[src/rtl/pcs_stat_pkg.sv]
// shared constants and types for the pcs status and test-pattern block
package pcs_stat_pkg;

  // ----------------------------------------------------------------
  // clock and timing
  // ----------------------------------------------------------------
  localparam int CLK_PERIOD_PS = 5000;            // 200 mhz system clock
  localparam int BER_WINDOW_NS = 125000;          // bit error rate window
  localparam int BER_WINDOW_CYC = (BER_WINDOW_NS * 1000) / CLK_PERIOD_PS;
  localparam int BER_LIMIT = 16;                  // bad headers per window
  localparam int PPM_TOLERANCE = 200;             // offset the fifo absorbs
  localparam int BER_CNT_W = 16;                  // window counter width

  // ----------------------------------------------------------------
  // block and scrambler
  // ----------------------------------------------------------------
  localparam int LANES = 4;
  localparam int BLOCK_W = 64;
  localparam int SCR_W = 58;
  localparam int SCR_TAP_A = 38;
  localparam int SCR_TAP_B = 57;
  localparam logic [SCR_W-1:0] SCR_SEED = 58'h3ff_ffff_ffff_ffff;
  localparam logic [BLOCK_W-1:0] IDLE_BLOCK = 64'h0000_0000_0000_001e;
  localparam logic [BLOCK_W-1:0] FAULT_BLOCK = 64'h0100_0000_0000_0055;
  localparam logic [1:0] LANE_TWO = 2'h2;
  localparam logic [1:0] LANE_THREE = 2'h3;

  // ----------------------------------------------------------------
  // register map
  // ----------------------------------------------------------------
  localparam int ADDR_W = 8;
  localparam int DATA_W = 32;
  localparam logic [ADDR_W-1:0] OFF_CTRL = 8'h00;
  localparam logic [ADDR_W-1:0] OFF_LIVE = 8'h04;
  localparam logic [ADDR_W-1:0] OFF_EVT_STATUS = 8'h08;
  localparam logic [ADDR_W-1:0] OFF_EVT_CLEAR = 8'h0c;
  localparam logic [ADDR_W-1:0] OFF_EVT_ENABLE = 8'h10;
  localparam logic [ADDR_W-1:0] OFF_MISMATCH_TOTAL = 8'h14;
  localparam int CTRL_TX_TEST = 0;
  localparam int CTRL_RX_TEST = 1;
  localparam int CTRL_W = 2;
  localparam int LIVE_FIFO = 0;
  localparam int LIVE_FAULT = 1;
  localparam int LIVE_BER = 2;
  localparam int LIVE_LOCK_LSB = 4;
  localparam int EVT_FIFO = 0;
  localparam int EVT_FAULT = 1;
  localparam int EVT_BER = 2;
  localparam int EVT_LOCK_LOST = 3;
  localparam int EVT_MISMATCH = 4;
  localparam int EVT_W = 5;

  // checker states
  typedef enum logic [2:0] {
    CHK_IDLE = 3'h1,
    CHK_SYNC = 3'h2,
    CHK_RUN  = 3'h4
  } chk_state_type;

endpackage : pcs_stat_pkg

[src/rtl/scrambled_idle_lane.sv]
// scrambler or self-synchronising descrambler for one 64-bit block stream
module scrambled_idle_lane #(
  parameter bit DESCRAMBLE = 1'b0                  // 1: descramble
) (
  input  wire logic                               i_clk_sys, // system clock
  input  wire logic                               i_rstn,    // async reset
  input  wire logic                               i_clear,   // reload seed
  input  wire logic                               i_advance, // take a word
  input  wire logic [pcs_stat_pkg::BLOCK_W-1:0]   i_data,    // word in
  output logic      [pcs_stat_pkg::BLOCK_W-1:0]   o_data     // word out
);

  typedef struct packed {
    logic [pcs_stat_pkg::SCR_W-1:0]   hist;
    logic [pcs_stat_pkg::BLOCK_W-1:0] data;
  } lane_state_type;

  lane_state_type cur;
  lane_state_type next_cur;

  // one block through x^58 + x^39 + 1, history newest in bit 0
  function automatic logic [pcs_stat_pkg::SCR_W+pcs_stat_pkg::BLOCK_W-1:0] step(
    input logic [pcs_stat_pkg::BLOCK_W-1:0] din,
    input logic [pcs_stat_pkg::SCR_W-1:0]   h
  );
    logic [pcs_stat_pkg::SCR_W-1:0]   s;
    logic [pcs_stat_pkg::BLOCK_W-1:0] o;
    s = h;
    o = '0;
    for (int i = 0; i < pcs_stat_pkg::BLOCK_W; i++)
    begin
      o[i] = din[i] ^ s[pcs_stat_pkg::SCR_TAP_A] ^ s[pcs_stat_pkg::SCR_TAP_B];
      s = {s[pcs_stat_pkg::SCR_W-2:0], (DESCRAMBLE ? din[i] : o[i])};
    end
    return {s, o};
  endfunction : step

  // next state: clear primes the first word from the seed
  always_comb
  begin
    next_cur = cur;
    if (i_clear)
    begin
      // keep the advanced history so the next word continues the sequence
      {next_cur.hist, next_cur.data} = step(i_data, pcs_stat_pkg::SCR_SEED);
    end
    else if (i_advance)
    begin
      {next_cur.hist, next_cur.data} = step(i_data, cur.hist);
    end
  end

  // state register
  always_ff @(posedge i_clk_sys or negedge i_rstn)
  begin
    if (!i_rstn)
      cur <= '{hist: pcs_stat_pkg::SCR_SEED, data: '0};
    else
      cur <= next_cur;
  end

  assign o_data = cur.data;

endmodule : scrambled_idle_lane

[src/rtl/pcs_rx_status_test_pattern.sv]
// pcs receive status, test-pattern generator/checker and register port
// How it works
// - tx test enable sends scrambled idle; third after markers and fault.
// - rx test enable checks scrambled idle; third after fault and lock.
// - compensation fifo error goes high on fifo underflow or overflow.
// - fifo tolerates 200 ppm; only real slips raise the error.
// - local fault is high while the decoder sits in its init state.
// - excess bit errors goes high when a window's bad header count reaches the limit.
// - four lock bits, one per lane, high while that lane holds lock.
// - eight-bit mismatch increment each cycle, zero when none.
// - mismatch increment stays zero unless rx test enable is set.
// - each nonzero increment stands for exactly one cycle.
// - lane 2 and 3 alignment markers come from static inputs.
// - all rx status and rx test enable run on the one core clock.
module pcs_rx_status_test_pattern #(
  parameter int unsigned BER_WINDOW_CYC = pcs_stat_pkg::BER_WINDOW_CYC, // window
  parameter int unsigned BER_LIMIT      = pcs_stat_pkg::BER_LIMIT       // limit
) (
  input  wire logic        i_clk_sys,              // 200 mhz clock
  input  wire logic        i_rstn,                 // async reset, low
  input  wire logic [7:0]  i_addr,                 // register address
  input  wire logic [31:0] i_wdata,                // write data
  input  wire logic        i_wr,                   // write strobe
  input  wire logic        i_rd,                   // read strobe
  output logic      [31:0] o_rdata,                // read data, next cycle
  output logic             o_irq,                  // level interrupt
  input  wire logic        i_rx_fifo_underflow,    // comp fifo ran dry
  input  wire logic        i_rx_fifo_overflow,     // comp fifo overran
  input  wire logic        i_rx_decoder_init,      // decoder in init state
  input  wire logic        i_rx_sync_hdr_valid,    // one header seen
  input  wire logic        i_rx_sync_hdr_bad,      // that header was bad
  input  wire logic [3:0]  i_rx_lane_lock,         // per-lane block lock
  input  wire logic [63:0] i_rx_block,             // received block
  input  wire logic        i_rx_block_valid,       // block strobe
  input  wire logic [63:0] i_tx_block,             // user tx block
  input  wire logic        i_tx_block_valid,       // user tx strobe
  input  wire logic        i_tx_force_fault,       // send fault blocks
  input  wire logic        i_tx_marker_slot,       // marker slot now
  input  wire logic [1:0]  i_tx_lane,              // lane of this slot
  input  wire logic [63:0] i_tx_lane2_align_marker, // static lane 2 marker
  input  wire logic [63:0] i_tx_lane3_align_marker, // static lane 3 marker
  output logic [63:0]      o_tx_block,             // tx block out
  output logic             o_tx_block_valid,       // tx block strobe
  output logic             o_rx_fifo_error,        // sticky fifo error
  output logic             o_rx_local_fault,       // decoder in init
  output logic             o_rx_excess_bit_errors, // error rate too high
  output logic [3:0]       o_rx_lane_lock,         // lane lock levels
  output logic [7:0]       o_rx_mismatch_count     // mismatch increment
);

  // ----------------------------------------------------------------
  // elaboration checks
  // ----------------------------------------------------------------
  if (BER_WINDOW_CYC < 2 || BER_WINDOW_CYC >= (1 << pcs_stat_pkg::BER_CNT_W))
  begin : g_bad_window
    $error("ber window out of range");
  end
  if (BER_LIMIT < 1 || BER_LIMIT > 255)
  begin : g_bad_limit
    $error("ber limit out of range");
  end

  localparam logic [15:0] WIN_LAST = 16'(BER_WINDOW_CYC - 1);
  localparam logic [7:0] LIMIT = 8'(BER_LIMIT);

  // ----------------------------------------------------------------
  // state
  // ----------------------------------------------------------------
  typedef struct packed {
    logic [pcs_stat_pkg::CTRL_W-1:0] ctrl;
    logic [pcs_stat_pkg::EVT_W-1:0]  evt_status;
    logic [pcs_stat_pkg::EVT_W-1:0]  evt_enable;
    logic [31:0]                     mismatch_total;
    logic                            fifo_err;
    logic                            local_fault;
    logic                            excess_ber;
    logic [3:0]                      lane_lock;
    logic [15:0]                     ber_win;
    logic [7:0]                      bad_cnt;
    pcs_stat_pkg::chk_state_type     chk;
    logic                            desc_valid;
    logic [7:0]                      mismatch;
    logic [63:0]                     tx_block;
    logic                            tx_valid;
    logic [31:0]                     rdata;
    logic                            irq;
  } state_type;

  state_type   cur;
  state_type   next_cur;
  logic [63:0] gen_data;
  logic [63:0] desc_data;
  logic        chk_ok;
  logic        tx_marker23;

  // count of set bits in a block
  function automatic logic [7:0] count_ones(input logic [63:0] v);
    logic [7:0] n;
    n = '0;
    for (int i = 0; i < 64; i++)
      n = n + 8'(v[i]);
    return n;
  endfunction : count_ones

  // ----------------------------------------------------------------
  // pattern generator and checker lanes
  // ----------------------------------------------------------------
  // tx generator primed from the seed while test mode is off
  scrambled_idle_lane #(.DESCRAMBLE(1'b0)) u_gen (
    .i_clk_sys (i_clk_sys),
    .i_rstn    (i_rstn),
    .i_clear   (!cur.ctrl[pcs_stat_pkg::CTRL_TX_TEST]),
    .i_advance (i_tx_block_valid && !tx_marker23 && !i_tx_force_fault),
    .i_data    (pcs_stat_pkg::IDLE_BLOCK),
    .o_data    (gen_data)
  );

  // rx descrambler flushed while the checker is idle
  scrambled_idle_lane #(.DESCRAMBLE(1'b1)) u_chk (
    .i_clk_sys (i_clk_sys),
    .i_rstn    (i_rstn),
    .i_clear   (cur.chk == pcs_stat_pkg::CHK_IDLE),
    .i_advance (i_rx_block_valid),
    .i_data    (i_rx_block),
    .o_data    (desc_data)
  );

  assign tx_marker23 = i_tx_marker_slot &&
                       (i_tx_lane == pcs_stat_pkg::LANE_TWO ||
                        i_tx_lane == pcs_stat_pkg::LANE_THREE);
  // checking ranks below decoder init and missing lane lock
  assign chk_ok = cur.ctrl[pcs_stat_pkg::CTRL_RX_TEST] && !i_rx_decoder_init &&
                  (&i_rx_lane_lock);

  // ----------------------------------------------------------------
  // next-state logic
  // ----------------------------------------------------------------
  always_comb
  begin
    logic [pcs_stat_pkg::EVT_W-1:0] evt;
    logic [pcs_stat_pkg::EVT_W-1:0] clr;
    logic [7:0]                     bad_now;
    evt = '0;
    clr = '0;
    bad_now = '0;
    next_cur = cur;

    // receive status, all on the one core clock
    // sticky until reset; only real slips set it
    next_cur.fifo_err = cur.fifo_err || i_rx_fifo_underflow || i_rx_fifo_overflow;
    next_cur.local_fault = i_rx_decoder_init;
    next_cur.lane_lock = i_rx_lane_lock;

    // bad header count over a fixed window
    bad_now = cur.bad_cnt;
    if (i_rx_sync_hdr_valid && i_rx_sync_hdr_bad && cur.bad_cnt != LIMIT)
      bad_now = cur.bad_cnt + 8'h01;
    next_cur.bad_cnt = bad_now;
    next_cur.ber_win = cur.ber_win + 16'h0001;
    if (bad_now == LIMIT)
      next_cur.excess_ber = 1'b1;
    if (cur.ber_win == WIN_LAST)
    begin
      next_cur.excess_ber = (bad_now == LIMIT);
      next_cur.bad_cnt = '0;
      next_cur.ber_win = '0;
    end

    // checker: idle, discard one block to resync, then compare
    case (cur.chk)
      pcs_stat_pkg::CHK_IDLE:
        if (chk_ok)
          next_cur.chk = pcs_stat_pkg::CHK_SYNC;
      pcs_stat_pkg::CHK_SYNC:
        if (!chk_ok)
          next_cur.chk = pcs_stat_pkg::CHK_IDLE;
        else if (i_rx_block_valid)
          next_cur.chk = pcs_stat_pkg::CHK_RUN;
      pcs_stat_pkg::CHK_RUN:
        if (!chk_ok)
          next_cur.chk = pcs_stat_pkg::CHK_IDLE;
      default:
        next_cur.chk = pcs_stat_pkg::CHK_IDLE;
    endcase
    next_cur.desc_valid = i_rx_block_valid && chk_ok &&
                          cur.chk == pcs_stat_pkg::CHK_RUN;

    // increment stands one cycle, zero otherwise
    next_cur.mismatch = '0;
    if (cur.desc_valid && chk_ok)
      next_cur.mismatch = count_ones(desc_data ^ pcs_stat_pkg::IDLE_BLOCK);
    if (cur.mismatch_total != 32'hffff_ffff)
      next_cur.mismatch_total = cur.mismatch_total + 32'(cur.mismatch);

    // tx source: markers, fault, test pattern, user data
    next_cur.tx_valid = i_tx_block_valid;
    if (i_tx_block_valid)
    begin
      // markers are static while the path runs
      if (tx_marker23)
        next_cur.tx_block = (i_tx_lane == pcs_stat_pkg::LANE_TWO) ?
                            i_tx_lane2_align_marker : i_tx_lane3_align_marker;
      else if (i_tx_force_fault)
        next_cur.tx_block = pcs_stat_pkg::FAULT_BLOCK;
      else if (cur.ctrl[pcs_stat_pkg::CTRL_TX_TEST])
        next_cur.tx_block = gen_data;
      else
        next_cur.tx_block = i_tx_block;
    end

    // events into sticky status, set wins over clear
    evt[pcs_stat_pkg::EVT_FIFO] = next_cur.fifo_err && !cur.fifo_err;
    evt[pcs_stat_pkg::EVT_FAULT] = next_cur.local_fault && !cur.local_fault;
    evt[pcs_stat_pkg::EVT_BER] = next_cur.excess_ber && !cur.excess_ber;
    evt[pcs_stat_pkg::EVT_LOCK_LOST] = |(cur.lane_lock & ~next_cur.lane_lock);
    evt[pcs_stat_pkg::EVT_MISMATCH] = next_cur.mismatch != '0;
    if (i_wr && i_addr == pcs_stat_pkg::OFF_EVT_CLEAR)
      clr = i_wdata[pcs_stat_pkg::EVT_W-1:0];
    next_cur.evt_status = (cur.evt_status & ~clr) | evt;

    // register writes
    if (i_wr && i_addr == pcs_stat_pkg::OFF_CTRL)
      next_cur.ctrl = i_wdata[pcs_stat_pkg::CTRL_W-1:0];
    if (i_wr && i_addr == pcs_stat_pkg::OFF_EVT_ENABLE)
      next_cur.evt_enable = i_wdata[pcs_stat_pkg::EVT_W-1:0];

    // register reads, data only in the cycle after the strobe
    next_cur.rdata = '0;
    if (i_rd)
    begin
      case (i_addr)
        pcs_stat_pkg::OFF_CTRL:
          next_cur.rdata = 32'(cur.ctrl);
        pcs_stat_pkg::OFF_LIVE:
        begin
          next_cur.rdata[pcs_stat_pkg::LIVE_FIFO] = cur.fifo_err;
          next_cur.rdata[pcs_stat_pkg::LIVE_FAULT] = cur.local_fault;
          next_cur.rdata[pcs_stat_pkg::LIVE_BER] = cur.excess_ber;
          next_cur.rdata[pcs_stat_pkg::LIVE_LOCK_LSB +: 4] = cur.lane_lock;
        end
        pcs_stat_pkg::OFF_EVT_STATUS:
          next_cur.rdata = 32'(cur.evt_status);
        pcs_stat_pkg::OFF_EVT_ENABLE:
          next_cur.rdata = 32'(cur.evt_enable);
        pcs_stat_pkg::OFF_MISMATCH_TOTAL:
          next_cur.rdata = cur.mismatch_total;
        default:
          next_cur.rdata = '0;
      endcase
    end

    next_cur.irq = |(next_cur.evt_status & next_cur.evt_enable);
  end

  // ----------------------------------------------------------------
  // state register
  // ----------------------------------------------------------------
  always_ff @(posedge i_clk_sys or negedge i_rstn)
  begin
    if (!i_rstn)
    begin
      cur <= '0;
      cur.chk <= pcs_stat_pkg::CHK_IDLE;
    end
    else
    begin
      cur <= next_cur;
    end
  end

  // outputs straight from the state register
  assign o_rdata = cur.rdata;
  assign o_irq = cur.irq;
  assign o_tx_block = cur.tx_block;
  assign o_tx_block_valid = cur.tx_valid;
  assign o_rx_fifo_error = cur.fifo_err;
  assign o_rx_local_fault = cur.local_fault;
  assign o_rx_excess_bit_errors = cur.excess_ber;
  assign o_rx_lane_lock = cur.lane_lock;
  assign o_rx_mismatch_count = cur.mismatch;

  // ----------------------------------------------------------------
  // assertions
  // ----------------------------------------------------------------
  AST_TX_TEST: assert property (@(posedge i_clk_sys) disable iff (!i_rstn)
    i_tx_block_valid && !tx_marker23 && !i_tx_force_fault &&
    cur.ctrl[pcs_stat_pkg::CTRL_TX_TEST] |=> o_tx_block == $past(gen_data))
    else $error("tx test pattern not sent");

  AST_CHK_GATED: assert property (@(posedge i_clk_sys) disable iff (!i_rstn)
    !chk_ok |=> cur.chk == pcs_stat_pkg::CHK_IDLE ##1 !cur.desc_valid)
    else $error("checker ran without enable");

  AST_FIFO_STICKY: assert property (@(posedge i_clk_sys) disable iff (!i_rstn)
    (i_rx_fifo_underflow || i_rx_fifo_overflow) |=> o_rx_fifo_error [*3])
    else $error("fifo error not held");

  AST_FAULT_LEVEL: assert property (@(posedge i_clk_sys) disable iff (!i_rstn)
    1'b1 |=> o_rx_local_fault == $past(i_rx_decoder_init))
    else $error("local fault does not follow decoder init");

  AST_BER_CAUSE: assert property (@(posedge i_clk_sys) disable iff (!i_rstn)
    $rose(o_rx_excess_bit_errors) |-> $past(i_rx_sync_hdr_valid && i_rx_sync_hdr_bad)
      || $past(cur.ber_win) == WIN_LAST)
    else $error("excess bit errors rose without bad header");

  AST_LOCK_FOLLOW: assert property (@(posedge i_clk_sys) disable iff (!i_rstn)
    i_rx_lane_lock != $past(i_rx_lane_lock) |=> o_rx_lane_lock != $past(o_rx_lane_lock))
    else $error("lane lock did not follow");

  AST_MM_OFF: assert property (@(posedge i_clk_sys) disable iff (!i_rstn)
    !cur.ctrl[pcs_stat_pkg::CTRL_RX_TEST] [*2] |-> o_rx_mismatch_count == 8'h00)
    else $error("mismatch count while test off");

  AST_MM_CAUSE: assert property (@(posedge i_clk_sys) disable iff (!i_rstn)
    o_rx_mismatch_count != 8'h00 |-> $past(i_rx_block_valid, 2) && $past(cur.desc_valid))
    else $error("mismatch count without a block");

  AST_TX_MARKER: assert property (@(posedge i_clk_sys) disable iff (!i_rstn)
    i_tx_block_valid && i_tx_marker_slot && i_tx_lane == pcs_stat_pkg::LANE_TWO
      |=> o_tx_block == $past(i_tx_lane2_align_marker) && o_tx_block_valid)
    else $error("lane 2 marker not inserted");

  AST_RESTART: assert property (@(posedge i_clk_sys) disable iff (!i_rstn)
    cur.chk == pcs_stat_pkg::CHK_IDLE |=> ##1 o_rx_mismatch_count == 8'h00)
    else $error("mismatch reported during restart");

  CVR_MISMATCH: cover property (@(posedge i_clk_sys) disable iff (!i_rstn)
    o_rx_mismatch_count != 8'h00);
  CVR_TX_TEST: cover property (@(posedge i_clk_sys) disable iff (!i_rstn)
    cur.ctrl[pcs_stat_pkg::CTRL_TX_TEST] && o_tx_block_valid);
  CVR_BER: cover property (@(posedge i_clk_sys) disable iff (!i_rstn)
    $rose(o_rx_excess_bit_errors));
  CVR_IRQ: cover property (@(posedge i_clk_sys) disable iff (!i_rstn) $rose(o_irq));

endmodule : pcs_rx_status_test_pattern

[config.mk]
export PLATFORM = sky130hd
export DESIGN_NAME = pcs_rx_status_test_pattern
export DESIGN_NICKNAME = d
export VERILOG_FILES = /design/src/rtl/pcs_stat_pkg.sv /design/src/rtl/scrambled_idle_lane.sv /design/src/rtl/pcs_rx_status_test_pattern.sv
export SDC_FILE = /design/constraint.sdc
export NUM_CORES = 1
export LEC_CHECK = 0
export BUFFER_PORTS_ARGS = -buffer_cell sky130_fd_sc_hd__buf_4
export CAP_MARGIN = 10
export CORE_MARGIN = 3
export CORE_UTILIZATION = 35
export DETAILED_ROUTE_END_ITERATION = 6
export PLACE_DENSITY_LB_ADDON = 0.05
export SYNTH_ARGS = -nofsm -noshare
export SYNTH_HDL_FRONTEND = slang
export SYNTH_SLANG_ARGS = --single-unit
export TNS_END_PERCENT = 1
[constraint.sdc]
create_clock -name i_clk_sys -period 7.8 [get_ports i_clk_sys]
set_input_delay 1.56 -clock i_clk_sys [delete_from_list [all_inputs] [get_ports i_clk_sys]]
set_output_delay 1.56 -clock i_clk_sys [all_outputs]
set_load 0.03 [all_outputs]
=== After elaboration in Yosys (flattened, before gate mapping) ===
Index checks and enable logic that the tools add are counted.

* Input port bits: 315
* Word-level logic and storage cells: 384
* Register bits: 429

* Bitwise logic cells: 222
* Reductions and logical operators: 32
* Mux-type cells: 25
* Add/subtract/negate cells: 66
* Eq/ne operators: 18

{| class="wikitable"
|+ Operators with widths
! kind !! count
|-
| two-way mux 122 bit || 4
|-
| adder 8 x 1 -> 8 bit || 56
|-
| two-way mux 64 bit || 4
|-
| XOR 1 bit || 192
|-
| two-way mux 24 bit || 2
|-
| adder 32 x 8 -> 32 bit || 1
|-
| two-way mux 32 bit || 1
|-
| inequality test 32 bit, second input constant || 1
|-
| equality test 8 x 5 -> 1 bit, second input constant || 3
|-
| inverter 1 bit || 23
|-
| adder 16 x 1 -> 16 bit, second input constant || 1
|-
| equality test 16 x 15 -> 1 bit, second input constant || 1
|-
| equality test 8 x 4 -> 1 bit, second input constant || 2
|-
| logical AND 1 bit || 16
|-
| two-way mux 8 bit || 2
|-
| case mux 4 bit (4 select lines) || 1
|-
| case mux 3 bit (5 select lines) || 1
|-
| two-way mux 3 bit || 4
|-
| bitwise AND 5 bit || 2
|-
| two-way mux 5 bit || 2
|-
| case mux 3 bit (3 select lines) || 1
|-
| adder 7 x 1 -> 8 bit || 1
|-
| adder 8 x 1 -> 8 bit, second input constant || 1
|-
| equality test 8 x 3 -> 1 bit, second input constant || 1
|-
| other kinds (29) || 40
|}

=== Logic depth before layout (Yosys ltp) ===
* Depth in word-level cells: 69
* Gate-level depth with buffers: 21
* Mapped depth without buffers: 21

=== Hierarchy ===
From an unflattened synthesis, not the netlist that was laid out.

* Cells, all modules: 2,494
* Area total of the unflattened synthesis: 26,021.2 µm²

{| class="wikitable"
|+ Modules (own cells, without submodules)
! module !! instances !! area each (µm²) !! seq. area each (µm²) !! cells an instance
|-
| pcs_rx_status_test_pattern || 1 || 12,052.8 || 4,605.7 || 1,155
|-
| scrambled_idle_lane at u_gen || 1 || 7,081.8 || 3,125.5 || 746
|-
| scrambled_idle_lane at u_chk || 1 || 6,886.6 || 3,125.5 || 593
|}

=== Least setup slack after synthesis ===
Ideal clock, no wire load.

* Kind: reg-to-reg
* Start: reg u_chk.cur, in the netlist u_chk.o_data[35]
* End: reg cur, in the netlist o_irq
* Path slack: 1.455 ns
* Buffers on the path: 0
* Period minus slack after synthesis: 6.345 ns
* Cell stages (with the launch flop): 22
* Required time: 7.645 ns
* Arrival time: 6.190 ns
* Path through: dfrtp_1 inv_1 fa_1 inv_1 fa_1 fa_1 inv_1 fa_1 inv_1 fa_1 fa_1 fa_1 inv_1 fa_1 inv_1 ha_1 a21o_1 a21oi_1 xor2_1 a31oi_1 a2111oi_0 o221ai_1

{| class="wikitable"
|+ RTL lines
! item !! RTL line !! RTL
|-
| start, declared || scrambled_idle_lane.sv:18 || <nowiki>lane_state_type cur;</nowiki>
|-
| start signal, assigned || scrambled_idle_lane.sv:57 || <nowiki>cur <= '{hist: pcs_stat_pkg::SCR_SEED, data: '0};</nowiki>
|-
| start signal, assigned || scrambled_idle_lane.sv:59 || <nowiki>cur <= next_cur;</nowiki>
|-
| end signal, assigned || pcs_rx_status_test_pattern.sv:267 || <nowiki>cur <= next_cur;</nowiki>
|-
| end, declared || pcs_rx_status_test_pattern.sv:89 || <nowiki>state_type cur;</nowiki>
|}

==> results.sh <==
export IMPL_numPortBuffers=399
export IMPL_rsz0062_at_grt="no"
export IMPL_die_y_um=263.0
export IMPL_cts_clk_slew_worst_paths_ns=0.06
export IMPL_cts_hold_fix_buffers=0
export IMPL_final_core_util_pct=42.89
export IMPL_mostFrequentLayoutCells="buf_4 (412), dfrtp_1 (310), inv_1 (142), mux2i_1 (132), nand2_1 (126)"
export IMPL_yosys_warnings=0
export IMPL_setup_worst_path_end_class="register"
export IMPL_powerDensity_mw_per_mm2=336.5
export IMPL_cts_buffers=52
export IMPL_core_area_sq_mm=0.06493
export IMPL_area_growth_pct=20.50
export IMPL_routed_wl_mm=69.56
export IMPL_drv_slew=0
export IMPL_hold_viol_final=0
export IMPL_cp_data_arrival_time_ns=7.38
export IMPL_hold_path_class="reg -> reg"
export IMPL_async_flop_share_pct=100.0
export IMPL_die_w_um=263.0
export IMPL_crit_required_ns=8.23
export IMPL_grt_overflow_total=0
export IMPL_wire_per_inst_um=21.07
export IMPL_cts_setup_buffers=0
export IMPL_leakage_nw=12.44
export IMPL_synthCells=2159
export IMPL_grt_max_degree=107
export IMPL_finalCriticalPeriod_ns=6.958
export IMPL_grt_antenna_before_repair=1
export IMPL_hold_start="cur[118]$_DFF_PN0_"
export IMPL_cts_root_buf="clkbuf_16"
export IMPL_drt_pass1_iter_count=5
export IMPL_grtUsageMet1_pct=25.11
export IMPL_cts_resized=0
export IMPL_avgViaCountPerCell=5.003
export IMPL_cts_htree_levels=2
export IMPL_place_ws_ns=0.7614
export IMPL_met2_usage_pct=35.19
export IMPL_worstSetupPathType="reg -> reg"
export IMPL_num_antenna_cells=0
export IMPL_ff2ff_setup_slack_ns=0.84
export IMPL_vdd_drop_max_uv=1099
export IMPL_grt_busiest_layer="met2"
export IMPL_drt_antenna_violating_nets=0
export IMPL_drc=0
export IMPL_tns_ns=0
export IMPL_rr_worst_depth=21
export IMPL_start_kind="register"
export IMPL_synth_seq_cells=428
export IMPL_vias=16521
export IMPL_setup_slack_ns=0.8420
export IMPL_finalCritPeriodShare_pct=89.20
export IMPL_synth_distinct_cells=67
export IMPL_synth_area_sq_mm=0.02311
export IMPL_cts_tree="yes"
export IMPL_clockBufferDepth=3
export IMPL_floorplan_initialDensity_pct=35.59
export IMPL_drt_iter0_drc=806
export IMPL_grt_pass1_vias=17279
export IMPL_rr_endpoint="o_irq$_DFF_PN0_"
export IMPL_r2r_start="u_chk.o_data[35]$_DFFE_PN0P_"
export IMPL_syn_num_nets=2554
export IMPL_drv_cap=0
export IMPL_synth_avg_cell_area_sq_um=10.70
export IMPL_synth_edff_count=0
export IMPL_setup_violations=0
export IMPL_track_usage_pct=19.90
export IMPL_synth_main_ff_cell="dfrtp_1"
export IMPL_status="finished clean"
export IMPL_tightest_slew_ns=1.098
export IMPL_fp_row_count=93
export IMPL_grt_pass1_wl_mm=107.1
export IMPL_clock_skew_ns=0.01765
export IMPL_seq_area_frac_synth_pct=46.98
export IMPL_ios=428
export IMPL_cp_max_fo=2
export IMPL_grt_use_met3_pct=3.314
export IMPL_dp_hpwl_mm=51.11
export IMPL_nets=2798
export IMPL_max_freq_mhz=143.7
export IMPL_dieArea_sq_mm=0.06914
export IMPL_relSlewSlack_pct=26.72
export IMPL_clock_sinks=428
export IMPL_hold_depth=1
export IMPL_final_common_cell="buf_4"
export IMPL_gp_congestion=0.8001
export IMPL_clkLatencyLatePin_ns=0.60
export IMPL_worstHoldEndpoint="cur[118]$_DFF_PN0_"
export IMPL_drive_above_1_share_pct=28.40
[sequential cells by signal (all words and copies together) (netlist names), 4 cells and up]
register             flops
o_rx_mismatch_count      7
o_tx_block              64
u_chk.cur               58
cur                     72
u_gen.cur               58
u_gen.o_data            64
o_rdata                 32
u_chk.o_data            64
o_rx_lane_lock           4
[Yosys cell counts, drive strengths merged, types with 67 or more instances]
cell type  number  area, sq um
a21oi         108        540.5
buf           128        897.1
clkbuf         97        364.1
dfrtp         311         7782
dfstp         117         3074
inv           142        533.0
mux2           67        754.5
mux2i         132         1321
nand2         128        480.5
nor2           92        345.3
o21a           85        638.1
xnor2         124         1086
[per-layer routing]
layer	vias up	wire (um)
li1	7855	-
met1	8279	29320
met2	297	35490
met3	88	2956
met4	2	1780
met5	-	13
[how the worst max path moves through the flow]
stage,from,endpoint,slack [ns],cells after the start
floorplan,u_chk.o_data[35]$_DFFE_PN0P_,o_irq$_DFF_PN0_,1.46,21
global placement,u_chk.o_data[35]$_DFFE_PN0P_,o_irq$_DFF_PN0_,0.76,21
detailed placement,u_chk.o_data[35]$_DFFE_PN0P_,o_irq$_DFF_PN0_,0.76,21
CTS,u_chk.o_data[35]$_DFFE_PN0P_,o_irq$_DFF_PN0_,0.70,21
global route,u_chk.o_data[35]$_DFFE_PN0P_,o_irq$_DFF_PN0_,0.36,21
finish,u_chk.o_data[35]$_DFFE_PN0P_,o_irq$_DFF_PN0_,0.84,21
[final cells by class]
| type | instances | area (sq um) |
|---|---|---|
| well taps | 855 | 1070 |
| repair buffers | 415 | 3148 |
| multi-input cells | 1364 | 10500 |
| fillers | 6328 | 37080 |
| flip-flops and latches | 428 | 10860 |
| clock inverters | 12 | 145.1 |
| clock buffers | 86 | 1592 |
| inverters | 142 | 533.0 |
[report_power, final]
| group | switching, mW | internal [mW] |
|---|---|---|
| combinational | 2.50 | 1.97 |
| sequential | 0.0996 | 2.34 |
| clock | 0.977 | 1.49 |
[cell families after synthesis]
| logic type | after synthesis | share of synthesized area [%] |
|---|---|---|
| buffers and inverters | 367 | 7.764 |
| other | 1 | 0.01623 |
| XOR/XNOR | 186 | 7.050 |
| adder cells (fa/ha/maj) | 80 | 6.118 |
| flip-flops | 428 | 46.98 |
| multiplexers | 199 | 8.983 |
| AND/OR/NAND/NOR | 416 | 8.912 |
| AO/OA/AOI/OAI | 482 | 14.18 |
[worst max-delay path: stages (launching register included)]
cell	delay (ns)
dfrtp_1	0.35
inv_1	0.06
fa_1	0.57
inv_1	0.09
fa_1	0.42
fa_1	0.54
inv_1	0.06
fa_1	0.53
inv_1	0.06
fa_1	0.52
fa_1	0.44
fa_1	0.57
inv_1	0.06
fa_1	0.59
inv_1	0.06
ha_1	0.28
a21o_1	0.20
a21oi_1	0.18
xor2_1	0.21
a31oi_1	0.12
a2111oi_0	0.65
o221ai_1	0.23
[metrics by stage]
stage                     hold slack [ns]  std cells  instance area [sq um]  total power [mW]
after floorplan                    0.4329       2159                  23110             5.839
after global placement             0.4503       3204                  26110             6.900
after detailed placement           0.4587       3204                  26110             6.970
after CTS                          0.4672       3302                  27850             9.575
after global routing               0.5026       3302                  27850             10.26
final                              0.4639       3302                  27850             9.371
Note: power is estimated with default switching activity, not from simulation.
